### src/thermal_alarm_pkg.sv
package thermal_alarm_pkg;

  // Word widths
  localparam int CFG_W = 16;   // Configuration word width
  localparam int TEMP_W = 13;  // Signed temperature, 1/16 degree per LSB
  localparam int EXT_W = 14;   // One guard bit for limit minus hysteresis

  // Configuration field positions
  localparam int MODE_BIT = 0;       // Event mode, 1 = interrupt
  localparam int POL_BIT = 1;        // Event polarity, 1 = active high
  localparam int CRIT_ONLY_BIT = 2;  // Critical event only
  localparam int OUT_EN_BIT = 3;     // Event output control
  localparam int STATUS_BIT = 4;     // Event output status, read only
  localparam int CLEAR_BIT = 5;      // Clear event, write only
  localparam int ALARM_LOCK_BIT = 6; // Alarm window lock
  localparam int CRIT_LOCK_BIT = 7;  // Critical trip lock
  localparam int SHDN_BIT = 8;       // Shutdown
  localparam int HYS_LO_BIT = 9;     // Hysteresis field low bit
  localparam int HYS_HI_BIT = 10;    // Hysteresis field high bit

  // Reset values
  localparam logic [1:0] HYS_RESET = 2'h0;  // No hysteresis after power-on
  localparam logic MODE_RESET = 1'b0;       // Comparator mode
  localparam logic POL_RESET = 1'b0;        // Active low
  localparam logic CRIT_ONLY_RESET = 1'b0;
  localparam logic OUT_EN_RESET = 1'b0;
  localparam logic LOCK_RESET = 1'b0;
  localparam logic SHDN_RESET = 1'b0;

  // Hysteresis field codes
  localparam logic [1:0] HYS_NONE = 2'h0;
  localparam logic [1:0] HYS_1P5 = 2'h1;
  localparam logic [1:0] HYS_3P0 = 2'h2;
  localparam logic [1:0] HYS_6P0 = 2'h3;

  // Hysteresis amounts in temperature LSBs (1/16 degree)
  localparam logic [EXT_W-1:0] HYS_1P5_LSB = 14'h0018;  // 1.5 degrees
  localparam logic [EXT_W-1:0] HYS_3P0_LSB = 14'h0030;  // 3 degrees
  localparam logic [EXT_W-1:0] HYS_6P0_LSB = 14'h0060;  // 6 degrees

  // Trip status layout on the trip output
  localparam int TRIP_BELOW = 0;
  localparam int TRIP_ABOVE = 1;
  localparam int TRIP_CRIT = 2;

endpackage
### src/thermal_alarm_event_logic.sv
`timescale 1ns/100ps

// How it works
// - Two-bit code picks hysteresis, none after reset
// - Hysteresis applies only on falling temperature
// - Either lock freezes the hysteresis field
// - Reserved bits read zero, writes ignored
// - Clear bit reads zero, inert in comparator
// - Clear write drops pending interrupt alert
// - Enable, mode and polarity bits steer alert
// - Above flag: set over upper, hysteretic clear
// - Below flag: hysteretic set, clears at lower
// - Critical zone forces comparator alert behaviour
// - Shutdown freezes flags and alert state
// - Critical status is temperature at/above critical
// - Asserted pin takes the polarity-selected level
// - Mode zero comparator default, one interrupt
module thermal_alarm_event_logic (
  // Clock and reset
  input wire logic CLK,
  input wire logic RESET,
  // Configuration register port
  input wire logic CFG_WE,
  input wire logic [thermal_alarm_pkg::CFG_W-1:0] CFG_WDATA,
  output logic [thermal_alarm_pkg::CFG_W-1:0] CFG_RDATA,
  // Temperature samples from the sensing unit
  input wire logic SAMPLE_VALID,
  input wire logic signed [thermal_alarm_pkg::TEMP_W-1:0] TEMP_VALUE,
  // Trip limits from the limit registers
  input wire logic signed [thermal_alarm_pkg::TEMP_W-1:0] UPPER_LIMIT,
  input wire logic signed [thermal_alarm_pkg::TEMP_W-1:0] LOWER_LIMIT,
  input wire logic signed [thermal_alarm_pkg::TEMP_W-1:0]
    CRITICAL_LIMIT_VALUE,
  // Trip status bits and shutdown state
  output logic [2:0] TRIP_STATUS,
  output logic SHUTDOWN,
  // Open-drain alert pin
  output logic ALERT_O,
  output logic ALERT_OE
);
  import thermal_alarm_pkg::*;

  // Stored configuration fields
  // Polarity stays writable under lock; only the listed fields freeze
  logic mode_r, mode_nxt;            // Event mode
  logic pol_r, pol_nxt;              // Event polarity
  logic crit_only_r, crit_only_nxt;  // Critical event only
  logic out_en_r, out_en_nxt;        // Event output enable
  logic alarm_lock_r, alarm_lock_nxt;
  logic crit_lock_r, crit_lock_nxt;
  logic shdn_r, shdn_nxt;            // Shutdown
  logic [1:0] hys_r, hys_nxt;        // Hysteresis code

  // Trip flags and alert state
  // Flags only move on an accepted sample
  logic above_r, above_nxt;          // Above alarm window
  logic below_r, below_nxt;          // Below alarm window
  logic crit_r, crit_nxt;            // At or above critical
  logic crit_zone_r, crit_zone_nxt;  // Critical with hysteresis
  logic pend_r, pend_nxt;            // Interrupt pending
  logic alert_r, alert_nxt;          // Alert asserted
  logic [CFG_W-1:0] rdata_r, rdata_nxt;

  // Comparison helpers
  // All compares are signed, one guard bit wide
  logic [EXT_W-1:0] hys_amt;
  logic signed [EXT_W-1:0] t_ext, up_ext, lo_ext, cr_ext;
  logic signed [EXT_W-1:0] up_hys, lo_hys, cr_hys;
  logic locked;       // Either lock set
  logic clear_req;    // Clear-event write in interrupt mode
  logic update;       // Fresh sample while running
  logic event_cond;   // Comparator view of the enabled flags

  // Hysteresis amount decode
  // Amounts are in temperature LSBs, so no scaling in the compare
  // A code change takes effect at the next accepted sample
  always_comb begin
    case (hys_r)
      HYS_NONE: hys_amt = '0;
      HYS_1P5: hys_amt = HYS_1P5_LSB;
      HYS_3P0: hys_amt = HYS_3P0_LSB;
      HYS_6P0: hys_amt = HYS_6P0_LSB;
      default: hys_amt = '0;
    endcase
  end

  // Sign-extend so limit minus hysteresis cannot wrap
  // A limit near the negative end would otherwise flip sign
  // The guard bit costs one adder bit per limit
  always_comb begin
    t_ext = EXT_W'(TEMP_VALUE);
    up_ext = EXT_W'(UPPER_LIMIT);
    lo_ext = EXT_W'(LOWER_LIMIT);
    cr_ext = EXT_W'(CRITICAL_LIMIT_VALUE);
    up_hys = up_ext - $signed(hys_amt);
    lo_hys = lo_ext - $signed(hys_amt);
    cr_hys = cr_ext - $signed(hys_amt);
  end

  // Shared control terms
  // Clear is honoured only in interrupt mode
  // Samples that arrive in shutdown are dropped, not queued
  always_comb begin
    locked = alarm_lock_r | crit_lock_r;
    clear_req = CFG_WE & CFG_WDATA[CLEAR_BIT] & mode_r;
    update = SAMPLE_VALID & ~shdn_r;
  end

  // Configuration next values
  // Write data is taken whole; no byte-wise update
  // Lock checks use the stored lock bits, so a write that sets a lock
  // still lands its own hysteresis and mode fields
  always_comb begin
    mode_nxt = mode_r;
    pol_nxt = pol_r;
    crit_only_nxt = crit_only_r;
    out_en_nxt = out_en_r;
    alarm_lock_nxt = alarm_lock_r;
    crit_lock_nxt = crit_lock_r;
    shdn_nxt = shdn_r;
    hys_nxt = hys_r;
    if (CFG_WE) begin
      // Reserved bits 15:11 are never stored
      if (!locked) begin
        mode_nxt = CFG_WDATA[MODE_BIT];
        out_en_nxt = CFG_WDATA[OUT_EN_BIT];
        hys_nxt = CFG_WDATA[HYS_HI_BIT:HYS_LO_BIT];
      end
      pol_nxt = CFG_WDATA[POL_BIT];
      if (!alarm_lock_r) begin
        crit_only_nxt = CFG_WDATA[CRIT_ONLY_BIT];
      end
      // Locks are sticky until reset; a zero write does not unlock
      alarm_lock_nxt = alarm_lock_r | CFG_WDATA[ALARM_LOCK_BIT];
      crit_lock_nxt = crit_lock_r | CFG_WDATA[CRIT_LOCK_BIT];
      // Shutdown may always be left, but not entered while locked
      if (!CFG_WDATA[SHDN_BIT]) begin
        shdn_nxt = 1'b0;
      end else if (!locked) begin
        shdn_nxt = 1'b1;
      end
    end
  end

  // Configuration registers
  // Every field returns to its power-on value on reset
  always_ff @(posedge CLK) begin
    if (RESET) begin
      mode_r <= MODE_RESET;
      pol_r <= POL_RESET;
      crit_only_r <= CRIT_ONLY_RESET;
      out_en_r <= OUT_EN_RESET;
      alarm_lock_r <= LOCK_RESET;
      crit_lock_r <= LOCK_RESET;
      shdn_r <= SHDN_RESET;
      hys_r <= HYS_RESET;
    end else begin
      mode_r <= mode_nxt;
      pol_r <= pol_nxt;
      crit_only_r <= crit_only_nxt;
      out_en_r <= out_en_nxt;
      alarm_lock_r <= alarm_lock_nxt;
      crit_lock_r <= crit_lock_nxt;
      shdn_r <= shdn_nxt;
      hys_r <= hys_nxt;
    end
  end

  // Trip flag next values; frozen between samples and in shutdown
  // Limits are levels and may change at any time; only a sample
  // re-evaluates the flags, so a limit change waits for new data
  always_comb begin
    above_nxt = above_r;
    below_nxt = below_r;
    crit_nxt = crit_r;
    crit_zone_nxt = crit_zone_r;
    if (update) begin
      // Rising edge uses the bare limit, falling edge the lowered one
      if (t_ext > up_ext) begin
        above_nxt = 1'b1;
      end else if (t_ext <= up_hys) begin
        above_nxt = 1'b0;
      end
      if (t_ext < lo_hys) begin
        below_nxt = 1'b1;
      end else if (t_ext >= lo_ext) begin
        below_nxt = 1'b0;
      end
      // Status bit has no hysteresis
      crit_nxt = (t_ext >= cr_ext);
      // Zone that forces comparator behaviour keeps hysteresis
      if (t_ext >= cr_ext) begin
        crit_zone_nxt = 1'b1;
      end else if (t_ext < cr_hys) begin
        crit_zone_nxt = 1'b0;
      end
    end
  end

  // Comparator view; critical-only masks the window flags
  // Next flag values, so the pin moves with the trip bits
  always_comb begin
    if (crit_only_r) begin
      event_cond = crit_zone_nxt;
    end else begin
      event_cond = above_nxt | below_nxt | crit_zone_nxt;
    end
  end

  // Interrupt pending and alert next values
  // Leaving the critical zone does not pend by itself; the pin falls
  // back to whatever the window events left pending
  always_comb begin
    pend_nxt = pend_r;
    alert_nxt = alert_r;
    // Clear first so that a same-cycle trigger still wins
    if (clear_req) begin
      pend_nxt = 1'b0;
    end
    // Any window crossing in either direction is a new event unless critical-only is set
    if (update && !crit_only_r &&
        ((above_nxt != above_r) || (below_nxt != below_r))) begin
      pend_nxt = 1'b1;
    end
    if (!mode_r) begin
      // Pending is meaningless in comparator mode
      pend_nxt = 1'b0;
    end
    // Shutdown holds the alert register where it was
    if (!shdn_r) begin
      if (!out_en_r) begin
        alert_nxt = 1'b0;
      end else if (!mode_r || crit_zone_nxt) begin
        alert_nxt = event_cond;
      end else begin
        alert_nxt = pend_nxt;
      end
    end
  end

  // Flag and alert registers
  // All flags start clear, so the pin starts inactive
  always_ff @(posedge CLK) begin
    if (RESET) begin
      above_r <= 1'b0;
      below_r <= 1'b0;
      crit_r <= 1'b0;
      crit_zone_r <= 1'b0;
      pend_r <= 1'b0;
      alert_r <= 1'b0;
    end else begin
      above_r <= above_nxt;
      below_r <= below_nxt;
      crit_r <= crit_nxt;
      crit_zone_r <= crit_zone_nxt;
      pend_r <= pend_nxt;
      alert_r <= alert_nxt;
    end
  end

  // Read-back word; clear bit and reserved bits always zero
  // Status mirrors the registered alert, not the pin level
  always_comb begin
    rdata_nxt = '0;
    rdata_nxt[MODE_BIT] = mode_r;
    rdata_nxt[POL_BIT] = pol_r;
    rdata_nxt[CRIT_ONLY_BIT] = crit_only_r;
    rdata_nxt[OUT_EN_BIT] = out_en_r;
    rdata_nxt[STATUS_BIT] = alert_r;
    rdata_nxt[ALARM_LOCK_BIT] = alarm_lock_r;
    rdata_nxt[CRIT_LOCK_BIT] = crit_lock_r;
    rdata_nxt[SHDN_BIT] = shdn_r;
    rdata_nxt[HYS_HI_BIT:HYS_LO_BIT] = hys_r;
  end

  // Registered read data, one cycle behind the fields
  // A cycle of latency keeps the read path off the adders
  always_ff @(posedge CLK) begin
    if (RESET) begin
      rdata_r <= '0;
    end else begin
      rdata_r <= rdata_nxt;
    end
  end

  // Outputs
  // Trip bits ignore enable, mode and clear settings
  always_comb begin
    CFG_RDATA = rdata_r;
    TRIP_STATUS = '0;
    TRIP_STATUS[TRIP_BELOW] = below_r;
    TRIP_STATUS[TRIP_ABOVE] = above_r;
    TRIP_STATUS[TRIP_CRIT] = crit_r;
    SHUTDOWN = shdn_r;
    // Open drain can only pull low; active high releases when asserted
    // Either polarity therefore needs the external pull-up
    ALERT_O = 1'b0;
    ALERT_OE = alert_r ^ pol_r;
  end

endmodule

### config.mk
export PLATFORM = sky130hd
export DESIGN_NAME = thermal_alarm_event_logic
export DESIGN_NICKNAME = d
export VERILOG_FILES = /design/src/thermal_alarm_pkg.sv /design/src/thermal_alarm_event_logic.sv
export SDC_FILE = /design/constraint.sdc
export NUM_CORES = 1
export LEC_CHECK = 0
export ABC_AREA = 1
export BUFFER_PORTS_ARGS = -buffer_cell sky130_fd_sc_hd__buf_2
export CAP_MARGIN = 40
export CORE_MARGIN = 10
export CORE_UTILIZATION = 59
export CTS_BUF_LIST = sky130_fd_sc_hd__clkbuf_16
export DETAILED_ROUTE_END_ITERATION = 12
export GPL_TIMING_DRIVEN = 0
export PLACE_DENSITY = 0.87
export RECOVER_POWER = 100
export SETUP_SLACK_MARGIN = 0.05
export SLEW_MARGIN = 25
export SYNTH_ARGS = -nofsm -noshare
export SYNTH_HDL_FRONTEND = slang
export SYNTH_SLANG_ARGS = --single-unit
### constraint.sdc
create_clock -name CLK -period 5.7 [get_ports CLK]
set_input_delay 0 -clock CLK [delete_from_list [all_inputs] [get_ports CLK]]
set_output_delay 0 -clock CLK [all_outputs]
set_load 0.01 [all_outputs]
==> metrics.txt <==
first-pass GRT wire length=between 15000 and 20000 um; number of buffers created by CTS=3; Placed Cells=722; f_max=around 0.23 GHz; r2r worst-path depth=26; Worst Hold Class=in -> reg; CTS max path bufs=2; CP Launch Type=flop; WP data arrival=4.46 ns; area leader, netlist=ha_1; Synth Warn #=0; Synth top area share=29.5%; initial antenna violation count=0; Crit. End Element=flop; worst-margin pin slew=about 0.5 ns; CP max stage delay=between 0.4 and 0.5 ns; sequential share of the synthesized area=13.4%; RSZ-0062 raised after global routing=no; Power Density=approximately 160 nW/um2; H-tree Lvls=1; Synth area leaders=ha_1 29%, dfxtp_1 13%, nand2_1 13%; Antenna Cells=0; FF-to-FF End=alert_r$_SDFFE_PP0N_; worst slack, placed=~1.6 ns; Finished Layout Cells=around 730; vias in the first global route=between 3000 and 4000; WL/cell=12.9 um; Top cell by count, worst path=nand2_1; DR vias/cell=5.13; area grow syn2layout=15.3%; via count=3735; CP max FO=6; core region area=6030 um2; Rel. slew slack=about two thirds; maximum VDD drop=around 0.00018 V; Yosys cell types=33; CP required=~5.9 ns; Top FF cell, synth=dfxtp_1; Detailed Place HPWL=8180 um; WHS=around 0.012 ns; Total Nets Final=a little over 800; skew final=~0.0021 ns; Design Area, Final=~4300 um2; share of cells above drive strength 1=approximately an eighth; Cells after Synth=562; cell area after placement=4250 um2; input/output buffers=slightly below 80; Die Width=approximately 100 um; 1st-iter DRT viols=between 150 and 200; CTS clk-pin slew, worst paths=0.06 ns; Hold Fails Final Rpt=0; Post-synth EDFFs=0; class of the most critical setup path=reg -> reg; pins over their slew limit=0; Crit-path slowest cell=fa_1; CTS tree=built; outcome=complete, no violations; CTS root buffer=clkbuf_16; minimum clock period=approximately 4.3 ns; Resized cells post-CTS=0; die area=9920 um2; total wire length=9390 um; hold path endpoint=alarm_lock_r$_SDFFE_PP0P_; largest net degree at the start of global routing=14; HP Start=CFG_WE; chip height=roughly 100 um; # DRC=0; post-route setup TNS=0 ns; async set-reset flop share out of synthesis=0%; GRT overflow=0; Hold Path Depth=3; Static Leak=around 2.5 nW; RePlAce Congestion=around 0.92; max-cap violation count=0; clk sinks=25; setup violators final=0; Initial Util=62.0%; Worst-Skew Late Latency=between 0.2 and 0.3 ns; register-to-register setup slack=approximately 1.4 ns; Final ANT Viol Nets=0; overall global routing resource usage=18.3%; DRT Pass-1 Iters=5; Synth Register Bits=25; Mapped Area=about 3700 um2; Mapped Avg Cell Area=6.65 um2; Worst R2R Start=hys_r[0]$_SDFFE_PP0P_; period utilization=approximately three quarters; Top-Level Pins=between 90 and 100; row count=28; final setup margin=1.39 ns
[metal layers]
layer | track usage (%) | vias to the layer above | wire, um | share of wire, %
li1 | - | 1972 | - | -
met1 | 21.9 | 1669 | 4240 | 45
met2 | 33.9 | 88 | 4620 | 49
met3 | 3.32 | 6 | 488 | 5.2
met4 | 1.76 | 0 | 48 | 0.51
met5 | 0 | - | 0 | 0
[sequential cells by signal, indices dropped and copies added (netlist names)]
register	flops
crit_only_r	1
out_en_r	1
pend_r	1
below_r	1
alarm_lock_r	1
crit_r	1
CFG_RDATA	10
crit_lock_r	1
alert_r	1
SHUTDOWN	1
hys_r	2
pol_r	1
mode_r	1
crit_zone_r	1
above_r	1
[cell type report]
class                           instances  area [um2]
Buffer                                 12        82.6
Clock buffer                            3        75.1
Clock inverter                          1        3.75
Fill cell                             531        1720
Inverter                              109         423
Multi-Input combinational cell        422        2730
Sequential cell                        25         500
Tap cell                               75        93.8
Timing Repair Buffer                   81         398
[how the worst max path moves through the flow]
stage / from / end / slack (ns) / depth (start not counted)
3_5_place_dp: hys_r[0]$_SDFFE_PP0P_ / alert_r$_SDFFE_PP0N_ / 1.59 / 26
5_1_grt: hys_r[0]$_SDFFE_PP0P_ / alert_r$_SDFFE_PP0N_ / 0.98 / 26
3_3_place_gp: hys_r[0]$_SDFFE_PP0P_ / alert_r$_SDFFE_PP0N_ / 1.68 / 26
2_1_floorplan: hys_r[0]$_SDFFE_PP0P_ / alert_r$_SDFFE_PP0N_ / 2.18 / 27
4_1_cts: hys_r[0]$_SDFFE_PP0P_ / alert_r$_SDFFE_PP0N_ / 1.57 / 26
6_report: hys_r[0]$_SDFFE_PP0P_ / alert_r$_SDFFE_PP0N_ / 1.39 / 26
[timing repair]
action / CTS / global route
hold endpoints to repair: 2 / 0
setup buffers: 0 / 0
hold buffers: 2 / 0
[kinds of logic after synthesis]
logic type | synth area share [%]
AO/OA/AOI/OAI | 10.9
buffers and inverters | 13.6
adder cells (fa/ha/maj) | 31.1
other | 0.100
flip-flops | 13.4
XOR/XNOR | 5.86
AND/OR/NAND/NOR | 25.1
[placed cells by master (no fill, tap or decap), drive strengths merged, types with 16 or more instances in the layout]
master	count
ha	88
nor2	42
dfxtp	25
a21oi	51
nand2	130
clkbuf	21
nand3	31
xor2	22
inv	109
buf	73
o21ai	16
[metrics by stage]
| stage | util [%] | power, mW |
|---|---|---|
| 6_report | 71.5 | 0.702 |
| 2_1_floorplan | - | 0.450 |
| 5_1_grt | 71.5 | 0.766 |
| 3_3_place_gp | 70.5 | 0.534 |
| 4_1_cts | 72.1 | 0.708 |
| 3_5_place_dp | 70.5 | 0.554 |
[critical path, delay by kind of cell, from the launching register on]
kind                       cells  cell delay [ns]
and+or+nand+nor               16             1.85
buffers and inverters          4             0.36
AOI/OAI and AO/OA              3             0.53
DFF                            1             0.36
adders and majority gates      3             1.12
[cell usage after synthesis (all sizes together), types with 6 or more instances]
cell type	instances
xor2	22
inv	108
nand3	31
buf	12
nor3	6
dfxtp	25
a21oi	51
ha	88
o21ai	16
nor2	42
nand4	9
nand2	130
[where the power goes]
part           leakage, nW  internal, mW  switching [mW]
combinational         2.28         0.148           0.208
sequential           0.205         0.187         0.00687
clock               0.0423        0.0937          0.0581
No activity file was read; power rests on OpenSTA's default activity.
